`config.mk`:
```
export PLATFORM = sky130hd
export DESIGN_NAME = amot_regs
export DESIGN_NICKNAME = d
export VERILOG_FILES = /design/src/hw/amot_pkg.sv /design/src/hw/amot_lane_if.sv /design/src/hw/amot_lane_alarm.sv /design/src/hw/amot_regs.sv
export VERILOG_INCLUDE_DIRS = /design/src /design/src/hw
export SDC_FILE = /design/constraint.sdc
export NUM_CORES = 1
export LEC_CHECK = 0
export BUFFER_PORTS_ARGS = -buffer_cell sky130_fd_sc_hd__buf_2
export CAP_MARGIN = 20
export CORE_ASPECT_RATIO = 1.25
export CORE_MARGIN = 8
export CORE_UTILIZATION = 40
export CTS_CLUSTER_SIZE = 24
export DETAILED_ROUTE_END_ITERATION = 12
export GPL_ROUTABILITY_DRIVEN = 0
export GPL_TIMING_DRIVEN = 0
export PLACE_DENSITY = 0.73
export SYNTH_ARGS = -nofsm -noshare
export SYNTH_HDL_FRONTEND = slang
export SYNTH_SLANG_ARGS = --single-unit
```
`constraint.sdc`:
```
create_clock -name clk -period 3.3 [get_ports clk]
set_clock_uncertainty 0.2 [all_clocks]
set_input_delay 0.33 -clock clk [delete_from_list [all_inputs] [get_ports clk]]
set_output_delay 0.33 -clock clk [all_outputs]
set_load 0.1 [all_outputs]
```
`src/hw/amot_defs.svh`:
```
// register offsets, field positions, reset values of the alarm/offset trim bank
`ifndef AMOT_DEFS_SVH
`define AMOT_DEFS_SVH

`define AMOT_ADDR_W 12
`define AMOT_DATA_W 16
`define AMOT_LANES 8
`define AMOT_TRIM_W 12
`define AMOT_ALM_W 6

`define AMOT_OFS_SUMMARY 12'h2c0
`define AMOT_OFS_STATUS 12'h2c1
`define AMOT_OFS_MASK 12'h2c2
`define AMOT_OFS_CALSTAT 12'h2c3
`define AMOT_OFS_LANE 12'h2c4
`define AMOT_OFS_TRIM0 12'h330
`define AMOT_OFS_TRIM1 12'h332
`define AMOT_OFS_TRIM2A 12'h334
`define AMOT_OFS_TRIM2B 12'h336

`define AMOT_BIT_FIFO 5
`define AMOT_BIT_PLL 4
`define AMOT_BIT_LINK 3
`define AMOT_BIT_REALIGN 2
`define AMOT_BIT_RSVD 1
`define AMOT_BIT_CLK 0

`define AMOT_RST_STATUS 6'h3f
`define AMOT_RST_MASK 6'h3f
`define AMOT_RST_LANE 8'hff
`define AMOT_RST_TRIM 12'h000
`define AMOT_MASK_RSVD_READ 6'h02
`define AMOT_MASK_LIVE 6'h3d

`endif

```
`src/hw/amot_pkg.sv`:
```
// types shared by the alarm/offset trim register bank
package amot_pkg;
	typedef logic [11:0] amot_addr_t;
	typedef logic [15:0] amot_data_t;
	typedef logic [11:0] amot_trim_t;
	typedef logic [7:0] amot_lanes_t;
	typedef logic [5:0] amot_alm_t;
	typedef enum logic [3:0] {
		AMOT_SEL_NONE,
		AMOT_SEL_SUMMARY,
		AMOT_SEL_STATUS,
		AMOT_SEL_MASK,
		AMOT_SEL_CALSTAT,
		AMOT_SEL_LANE,
		AMOT_SEL_TRIM0,
		AMOT_SEL_TRIM1,
		AMOT_SEL_TRIM2A,
		AMOT_SEL_TRIM2B
	} amot_sel_t;
endpackage

```
`src/hw/amot_lane_if.sv`:
```
// carrier between the register decode and the per-lane alarm flags
`timescale 1ns/10ps
interface amot_lane_if;
	logic [7:0] clear_bits;
	logic [7:0] lane_err;
	logic [7:0] flags;
	modport ctrl (output clear_bits, output lane_err, input flags);
	modport lanes (input clear_bits, input lane_err, output flags);
endinterface

```
`src/hw/amot_lane_alarm.sv`:
```
// per-lane sticky fifo overflow/underflow flags, write-one-to-clear
`timescale 1ns/10ps
`include "amot_defs.svh"
module amot_lane_alarm (
	input wire logic clk, // system clock
	input wire logic rst, // synchronous reset, high
	amot_lane_if.lanes lif // clear requests in, flags out
);
	import amot_pkg::*;

	amot_lanes_t flags_reg;
	amot_lanes_t flags_next;

	genvar i;
	generate
		for (i = 0; i < `AMOT_LANES; i++)
		begin : g_lane
			// a lane still in error sets again over the clear
			always_comb
			begin
				flags_next[i] = (flags_reg[i] & ~lif.clear_bits[i]) | lif.lane_err[i];
			end
		end
	endgenerate

	always_ff @(posedge clk)
	begin
		if (rst)
			flags_reg <= `AMOT_RST_LANE;
		else
			flags_reg <= flags_next;
	end

	assign lif.flags = flags_reg;
endmodule

```
`src/hw/amot_regs.sv`:
```
// alarm mask, lane fifo alarm and offset trim register bank
//
// Implementation choice: the strobed register port.
`timescale 1ns/10ps
`include "amot_defs.svh"

// Functional notes
// - mask bit 5 set keeps lane fifo alarm out of summary alarm.
// - mask bit 4 set keeps serializer pll lock-lost alarm out of summary.
// - mask bit 3 set keeps link alarm out of summary alarm.
// - mask bit 2 set keeps clock realignment alarm out of summary.
// - mask bit 0 set keeps divider mismatch alarm out of summary.
// - lane i fifo overflow or underflow sets lane alarm flag bit i.
// - writing one clears a lane alarm flag; zero leaves it alone.
// - a cleared lane flag sets again while its fault persists.
// - writing one to summary fifo status bit clears all lane flags.
// - lane alarm flags reset to all ones.
// - core 0 trim bits 11:0 drive core 0 offset correction.
// - core 1 trim bits 11:0 drive core 1 offset correction.
// - core 2 input a trim applies only while core 2 samples input a.
// - summary alarm reads one when any unmasked status bit is set.
// - fifo status bit sets on active lane fault, clears by writing one.
module amot_regs (
	input wire logic clk, // 25 MHz system clock
	input wire logic rst, // synchronous reset, high
	input wire amot_pkg::amot_addr_t addr, // register address
	input wire amot_pkg::amot_data_t wdata, // write data
	input wire logic wr_en, // write strobe
	input wire logic rd_en, // read strobe
	output amot_pkg::amot_data_t rdata, // read data, cycle after rd_en
	input wire amot_pkg::amot_lanes_t lane_fifo_err, // per-lane over/underflow
	input wire amot_pkg::amot_lanes_t lane_active, // lanes in use
	input wire logic serializer_pll_alarm, // pll not locked
	input wire logic link_state_alarm, // link not in data state
	input wire logic realign_alarm, // clocks realigned
	input wire logic divider_mismatch_alarm, // clock dividers disagree
	input wire logic core2_input_b_sel, // core 2 samples input b
	input wire logic offset_cal_enable, // offset calibration enabled
	input wire logic background_cal_enable, // background calibration on
	input wire logic background_offset_cal_enable, // background offset cal on
	input wire logic foreground_cal_done, // foreground calibration done
	output logic summary_alarm, // any unmasked alarm
	output amot_pkg::amot_trim_t core0_offset, // core 0 correction
	output amot_pkg::amot_trim_t core1_offset, // core 1 correction
	output amot_pkg::amot_trim_t core2_offset, // core 2 correction, by input
	output logic trim_access_ok // trims safe to touch now
);
	import amot_pkg::*;

	amot_sel_t sel;
	logic wr_status;
	logic wr_lane;
	logic wr_mask;

	amot_alm_t status_reg;
	amot_alm_t status_next;
	amot_alm_t alarm_events;
	amot_alm_t mask_reg;
	amot_alm_t mask_next;
	logic summary_reg;
	logic summary_next;

	amot_trim_t trim0_reg;
	amot_trim_t trim0_next;
	amot_trim_t trim1_reg;
	amot_trim_t trim1_next;
	amot_trim_t trim2a_reg;
	amot_trim_t trim2a_next;
	amot_trim_t trim2b_reg;
	amot_trim_t trim2b_next;
	amot_trim_t core2_reg;
	amot_trim_t core2_next;

	logic access_ok_reg;
	logic access_ok_next;
	amot_data_t rdata_reg;
	amot_data_t rdata_next;

	amot_lane_if lif ();

	amot_lane_alarm u_lane_alarm (
		.clk(clk),
		.rst(rst),
		.lif(lif)
	);

	// address decode
	always_comb
	begin
		case (addr)
			`AMOT_OFS_SUMMARY: sel = AMOT_SEL_SUMMARY;
			`AMOT_OFS_STATUS: sel = AMOT_SEL_STATUS;
			`AMOT_OFS_MASK: sel = AMOT_SEL_MASK;
			`AMOT_OFS_CALSTAT: sel = AMOT_SEL_CALSTAT;
			`AMOT_OFS_LANE: sel = AMOT_SEL_LANE;
			`AMOT_OFS_TRIM0: sel = AMOT_SEL_TRIM0;
			`AMOT_OFS_TRIM1: sel = AMOT_SEL_TRIM1;
			`AMOT_OFS_TRIM2A: sel = AMOT_SEL_TRIM2A;
			`AMOT_OFS_TRIM2B: sel = AMOT_SEL_TRIM2B;
			default: sel = AMOT_SEL_NONE;
		endcase
	end

	assign wr_status = wr_en && (sel == AMOT_SEL_STATUS);
	assign wr_lane = wr_en && (sel == AMOT_SEL_LANE);
	assign wr_mask = wr_en && (sel == AMOT_SEL_MASK);

	// lane flag clears: direct write or via the summary fifo status bit
	always_comb
	begin
		lif.clear_bits = '0;
		if (wr_lane)
			lif.clear_bits = wdata[7:0];
		if (wr_status && wdata[`AMOT_BIT_FIFO])
			lif.clear_bits = `AMOT_RST_LANE;
		lif.lane_err = lane_fifo_err;
	end

	// alarm status: hardware set wins over a same-cycle software clear
	always_comb
	begin
		alarm_events = '0;
		alarm_events[`AMOT_BIT_FIFO] = |(lane_fifo_err & lane_active);
		alarm_events[`AMOT_BIT_PLL] = serializer_pll_alarm;
		alarm_events[`AMOT_BIT_LINK] = link_state_alarm;
		alarm_events[`AMOT_BIT_REALIGN] = realign_alarm;
		alarm_events[`AMOT_BIT_CLK] = divider_mismatch_alarm;
		status_next = status_reg;
		if (wr_status)
			status_next = status_reg & ~wdata[5:0];
		status_next = status_next | alarm_events;
	end

	always_ff @(posedge clk)
	begin
		if (rst)
			status_reg <= `AMOT_RST_STATUS;
		else
			status_reg <= status_next;
	end

	// mask keeps only live bits; the reserved bit 1 is forced to one on readback
	always_comb
	begin
		mask_next = mask_reg;
		if (wr_mask)
			mask_next = wdata[5:0] & `AMOT_MASK_LIVE;
	end

	always_ff @(posedge clk)
	begin
		if (rst)
			mask_reg <= `AMOT_RST_MASK & `AMOT_MASK_LIVE;
		else
			mask_reg <= mask_next;
	end

	// summary from the registered status; the reserved status bit never counts
	always_comb
	begin
		summary_next = 1'b0;
		if (status_reg[`AMOT_BIT_FIFO] && !mask_reg[`AMOT_BIT_FIFO])
			summary_next = 1'b1;
		if (status_reg[`AMOT_BIT_PLL] && !mask_reg[`AMOT_BIT_PLL])
			summary_next = 1'b1;
		if (status_reg[`AMOT_BIT_LINK] && !mask_reg[`AMOT_BIT_LINK])
			summary_next = 1'b1;
		if (status_reg[`AMOT_BIT_REALIGN] && !mask_reg[`AMOT_BIT_REALIGN])
			summary_next = 1'b1;
		if (status_reg[`AMOT_BIT_CLK] && !mask_reg[`AMOT_BIT_CLK])
			summary_next = 1'b1;
	end

	always_ff @(posedge clk)
	begin
		if (rst)
			summary_reg <= 1'b0;
		else
			summary_reg <= summary_next;
	end

	// offset trims; upper reserved nibble is not stored
	always_comb
	begin
		trim0_next = trim0_reg;
		trim1_next = trim1_reg;
		trim2a_next = trim2a_reg;
		trim2b_next = trim2b_reg;
		if (wr_en)
		begin
			case (sel)
				AMOT_SEL_TRIM0: trim0_next = wdata[11:0];
				AMOT_SEL_TRIM1: trim1_next = wdata[11:0];
				AMOT_SEL_TRIM2A: trim2a_next = wdata[11:0];
				AMOT_SEL_TRIM2B: trim2b_next = wdata[11:0];
				default: trim0_next = trim0_reg;
			endcase
		end
		core2_next = core2_input_b_sel ? trim2b_reg : trim2a_reg;
	end

	always_ff @(posedge clk)
	begin
		if (rst)
		begin
			trim0_reg <= `AMOT_RST_TRIM;
			trim1_reg <= `AMOT_RST_TRIM;
			trim2a_reg <= `AMOT_RST_TRIM;
			trim2b_reg <= `AMOT_RST_TRIM;
			core2_reg <= `AMOT_RST_TRIM;
		end
		else
		begin
			trim0_reg <= trim0_next;
			trim1_reg <= trim1_next;
			trim2a_reg <= trim2a_next;
			trim2b_reg <= trim2b_next;
			core2_reg <= core2_next;
		end
	end

	// advisory only: the bank never blocks a trim access, software must heed this
	always_comb
	begin
		access_ok_next = 1'b1;
		if (background_cal_enable && background_offset_cal_enable)
			access_ok_next = 1'b0;
		else if (offset_cal_enable)
			access_ok_next = foreground_cal_done;
	end

	always_ff @(posedge clk)
	begin
		if (rst)
			access_ok_reg <= 1'b0;
		else
			access_ok_reg <= access_ok_next;
	end

	// read data stand only in the cycle after the strobe
	always_comb
	begin
		rdata_next = '0;
		if (rd_en)
		begin
			case (sel)
				AMOT_SEL_SUMMARY: rdata_next[0] = summary_reg;
				AMOT_SEL_STATUS: rdata_next[5:0] = status_reg;
				AMOT_SEL_MASK: rdata_next[5:0] = mask_reg | `AMOT_MASK_RSVD_READ;
				AMOT_SEL_CALSTAT: rdata_next[0] = access_ok_reg;
				AMOT_SEL_LANE: rdata_next[7:0] = lif.flags;
				AMOT_SEL_TRIM0: rdata_next[11:0] = trim0_reg;
				AMOT_SEL_TRIM1: rdata_next[11:0] = trim1_reg;
				AMOT_SEL_TRIM2A: rdata_next[11:0] = trim2a_reg;
				AMOT_SEL_TRIM2B: rdata_next[11:0] = trim2b_reg;
				default: rdata_next = '0;
			endcase
		end
	end

	always_ff @(posedge clk)
	begin
		if (rst)
			rdata_reg <= '0;
		else
			rdata_reg <= rdata_next;
	end

	assign rdata = rdata_reg;
	assign summary_alarm = summary_reg;
	assign core0_offset = trim0_reg;
	assign core1_offset = trim1_reg;
	assign core2_offset = core2_reg;
	assign trim_access_ok = access_ok_reg;
endmodule

```
==> Flow_metrics.wiki <==
{| class="wikitable"
! Metric !! Value
|-
| Slowest cell on crit path || sky130_fd_sc_hd__or4b_1
|-
| Vias in the first global route || 4365
|-
| Max cap viols || 0
|-
| Number of antenna violations at the first check in global routing || 0
|-
| Maximum clock frequency || 354 MHz
|-
| Worst Path Required || 3.29 ns
|-
| WP buf/inv || 5
|-
| Post-Place Cell Area || 4800 um2
|-
| Number of buffers added to fix hold violations after cts || 6
|-
| Final critical-path required period || 2.83 ns
|-
| Top cells by area in the synthesized netlist || sky130_fd_sc_hd__dfxtp_1 45%, sky130_fd_sc_hd__nand2_1 13%, sky130_fd_sc_hd__a21oi_1 6.9%, sky130_fd_sc_hd__mux2i_1 4.4%, sky130_fd_sc_hd__nor2_1 3.2%
|-
| Library cell used as clock root buffer || sky130_fd_sc_hd__clkbuf_16
|-
| Worst path arrival time || 2.82 ns
|-
| Post-synth ARST share || 0%
|-
| Setup repair bufs after CTS || 0
|-
| List of cells traversed by the critical path || buf_2, or4b_1, buf_6, nor2_8, o21a_1, buf_2, buf_1, nand3_1, clkbuf_1, nand2_1, a21oi_1
|-
| Number of cells traversed by the worst hold path || 2
|-
| Transition time of the tightest slew-check pin || 0.825 ns
|-
| Final Cell Area || 5140 um2
|-
| Total of warnings raised by yosys || 0
|-
| Pwr per Cell Area || 440 nW/um2
|-
| Leakage power || 1.96 nW
|-
| First-pass GRT wire length || 21500 um
|-
| Routed length per placed instance || 17.7 um
|-
| Startpoint class of the critical path || input pin
|-
| Logic depth of the worst register-to-register path || 4
|-
| Chip width || 107 um
|-
| Number of levels in the clock H-tree || 3
|-
| Post-route fraction of the period consumed by the critical path || 85.6%
|-
| Number of instances in the synthesized netlist || 508
|-
| Outcome || completed
|-
| Peak supply drop || 0.218 mV
|-
| Number of pins exceeding their max-slew limit in the final report || 0
|-
| Post-detailed-route DRC marker count || 0
|-
| Ports || 111
|-
| Die Area || 13900 um2
|-
| Global router's overall resource usage || 19.5%
|-
| Pin count of the biggest net entering global routing || 16
|-
| Endpoint with the worst hold slack || u_lane_alarm.lif.flags[1]$_SDFF_PP1_
|-
| Most common cell after layout, fill and taps aside || sky130_fd_sc_hd__nand2_1
|-
| Post-CTS Resized || 0
|-
| Final wirelength || 13400 um
|-
| Avg Synthesized Cell Area || 8.14 um2
|-
| Initial drt markers || 332
|-
| Unrepaired setup endpoints after global routing || no
|-
| Cts bufs inserted || 9
|-
| Detail Route Antenna Nets || 0
|-
| Most repeated library cell on the critical path || sky130_fd_sc_hd__buf_2
|-
| Total via count after detailed routing || 4234
|-
| Final total power || 2.27 mW
|-
| Final antenna diode count || 0
|-
| Grt total ovfl || 0
|-
| Kind of cell adding the most delay to the critical path || buffers and inverters
|-
| Crit path kind || in -> reg
|-
| FF-to-FF End || rdata[6]$_SDFF_PP0_
|-
| Setup Viol. Count Final || 0
|-
| Commonest cells after routing, fill and taps aside || 142 x sky130_fd_sc_hd__nand2_1, 101 x sky130_fd_sc_hd__buf_2, 93 x sky130_fd_sc_hd__dfxtp_1, 57 x sky130_fd_sc_hd__a21oi_1, 35 x sky130_fd_sc_hd__nor2_1
|-
| Library cells used by synthesis || 57
|-
| Proportion of layout cells with a drive suffix above 1 || 22.5%
|-
| R2R setup slack || 1.83 ns
|-
| Synth Flop Type || sky130_fd_sc_hd__dfxtp_1
|-
| Insertion delay to the later sink of the worst-skew pair || 0.34 ns
|-
| Worst hold start || lane_fifo_err[1]
|-
| Site row count || 41
|-
| Flip-flop and latch count after synthesis || 93
|-
| Path category of the worst min-delay check || in -> reg
|-
| Count of flip-flops with a built-in enable after synthesis || 0
|-
| Remaining max-slew budget at the tightest pin || 45.0%
|-
| First-pass detailed-route iteration total || 5
|-
| CP peak stage delay || 0.53 ns
|-
| Area growth from synthesis to layout || 24.3%
|-
| Detailed Place HPWL || 10200 um
|-
| Buffer levels on the longest clock path || 2
|-
| Layout Nets || 684
|-
| Clock tree from TritonCTS || done
|-
| Register area share after synthesis || 45.0%
|-
| Count of port buffers added during placement || 99
|-
| Top cell type's share of synthesized area || 45.0%
|-
| Final Hold Vio Count || 0
|-
| Max FO, Critical Path || 10
|-
| Kind of end point of the critical path || register
|-
| Fin util || 50.9%
|-
| Aggregate negative setup slack || 0 ns
|-
| Synthesized cell area || 4140 um2
|-
| DIE HEIGHT || 130 um
|-
| Number of clock sinks seen by CTS || 93
|-
| Core ar. || 10100 um2
|-
| Clock input transition at the sequential cells of the worst setup and hold paths || 0.07 ns
|-
| Number of vias per cell || 5.56
|-
| Post-synth top area cell || sky130_fd_sc_hd__dfxtp_1
|-
| Critical register-to-register path startpoint || trim2b_reg[6]$_SDFFE_PP0P_
|-
| Initial cell density of the core || 40.9%
|}
## cells by family (layout without fill, tap and decap cells)
| group | count (synthesis) | count (layout) | synth area share [%] |
|---|---|---|---|
| xor+xnor | 1 | 1 | 0.212 |
| compound gates | 124 | 124 | 20.8 |
| buf+inv | 44 | 165 | 5.32 |
| flops | 93 | 93 | 45.0 |
| mux | 19 | 19 | 4.63 |
| simple gates | 226 | 226 | 23.9 |
| other cells | 1 | 4 | 0.0907 |
## metal layers
metal  vias up  share of wire (%)  GRT usage, %
li1       2011                  -             -
met1      1973                 39          21.5
met2       211                 49          34.1
met3        39                8.7          4.69
met4         0                2.8          10.4
met5         -                  0             0
## synth_stat cells, types with 2 or more instances
library cell               count
sky130_fd_sc_hd__o21ai_0      15
sky130_fd_sc_hd__mux2i_1      18
sky130_fd_sc_hd__and3_1        2
sky130_fd_sc_hd__a211oi_1      2
sky130_fd_sc_hd__a221oi_1      3
sky130_fd_sc_hd__nand2_1     142
sky130_fd_sc_hd__buf_2         2
sky130_fd_sc_hd__a211o_1       9
sky130_fd_sc_hd__a222oi_1      8
sky130_fd_sc_hd__clkbuf_1     23
sky130_fd_sc_hd__or2_2         2
sky130_fd_sc_hd__a311o_1       7
sky130_fd_sc_hd__nand3_1      18
sky130_fd_sc_hd__a21oi_1      57
sky130_fd_sc_hd__a22oi_1       5
sky130_fd_sc_hd__nor4_1        3
sky130_fd_sc_hd__nor2_1       35
sky130_fd_sc_hd__nor3_1        4
sky130_fd_sc_hd__buf_1         2
sky130_fd_sc_hd__a21boi_0      2
sky130_fd_sc_hd__buf_4         5
sky130_fd_sc_hd__inv_1         7
sky130_fd_sc_hd__nor2b_1       3
sky130_fd_sc_hd__o221a_2       5
sky130_fd_sc_hd__nor4b_1       2
sky130_fd_sc_hd__dfxtp_1      93
sky130_fd_sc_hd__buf_6         2
sky130_fd_sc_hd__nand2b_1      3
## layout make-up
cell class / instances / area, um2
tap: 129 / 161
clock buffer: 11 / 243
inverter: 7 / 26.3
clock inverter: 5 / 35.0
fill: 1006 / 4960
multi-input combinational: 374 / 2070
sequential: 93 / 1860
timing repair buffer: 105 / 556
buffer: 37 / 194
## stage by stage
step	hold WS, ns	std cells	setup WS (ns)
after CTS	0.000898	761	0.502
after detailed placement	0.250	739	0.156
after floorplan	0.224	511	0.666
final	0.00858	761	0.474
after global placement	0.237	739	0.191
after global routing	0.0184	761	0.303
## power breakdown
part | leakage (nW) | switching, mW | internal, mW
clock network | 0.136 | 0.444 | 0.533
logic | 1.08 | 0.111 | 0.0532
registers | 0.750 | 0.000581 | 1.12
## worst max-delay path by stage
stage,from,to,cells past startpoint
floorplan,addr[11],u_lane_alarm.lif.flags[1]$_SDFF_PP1_,9
global placement,addr[11],core1_offset[9]$_SDFFE_PP0P_,11
detailed placement,addr[11],core1_offset[2]$_SDFFE_PP0P_,11
CTS,addr[11],core1_offset[2]$_SDFFE_PP0P_,11
global route,addr[11],core1_offset[6]$_SDFFE_PP0P_,11
finish,addr[11],core1_offset[2]$_SDFFE_PP0P_,11
No activity file was read; power rests on OpenSTA's default activity.
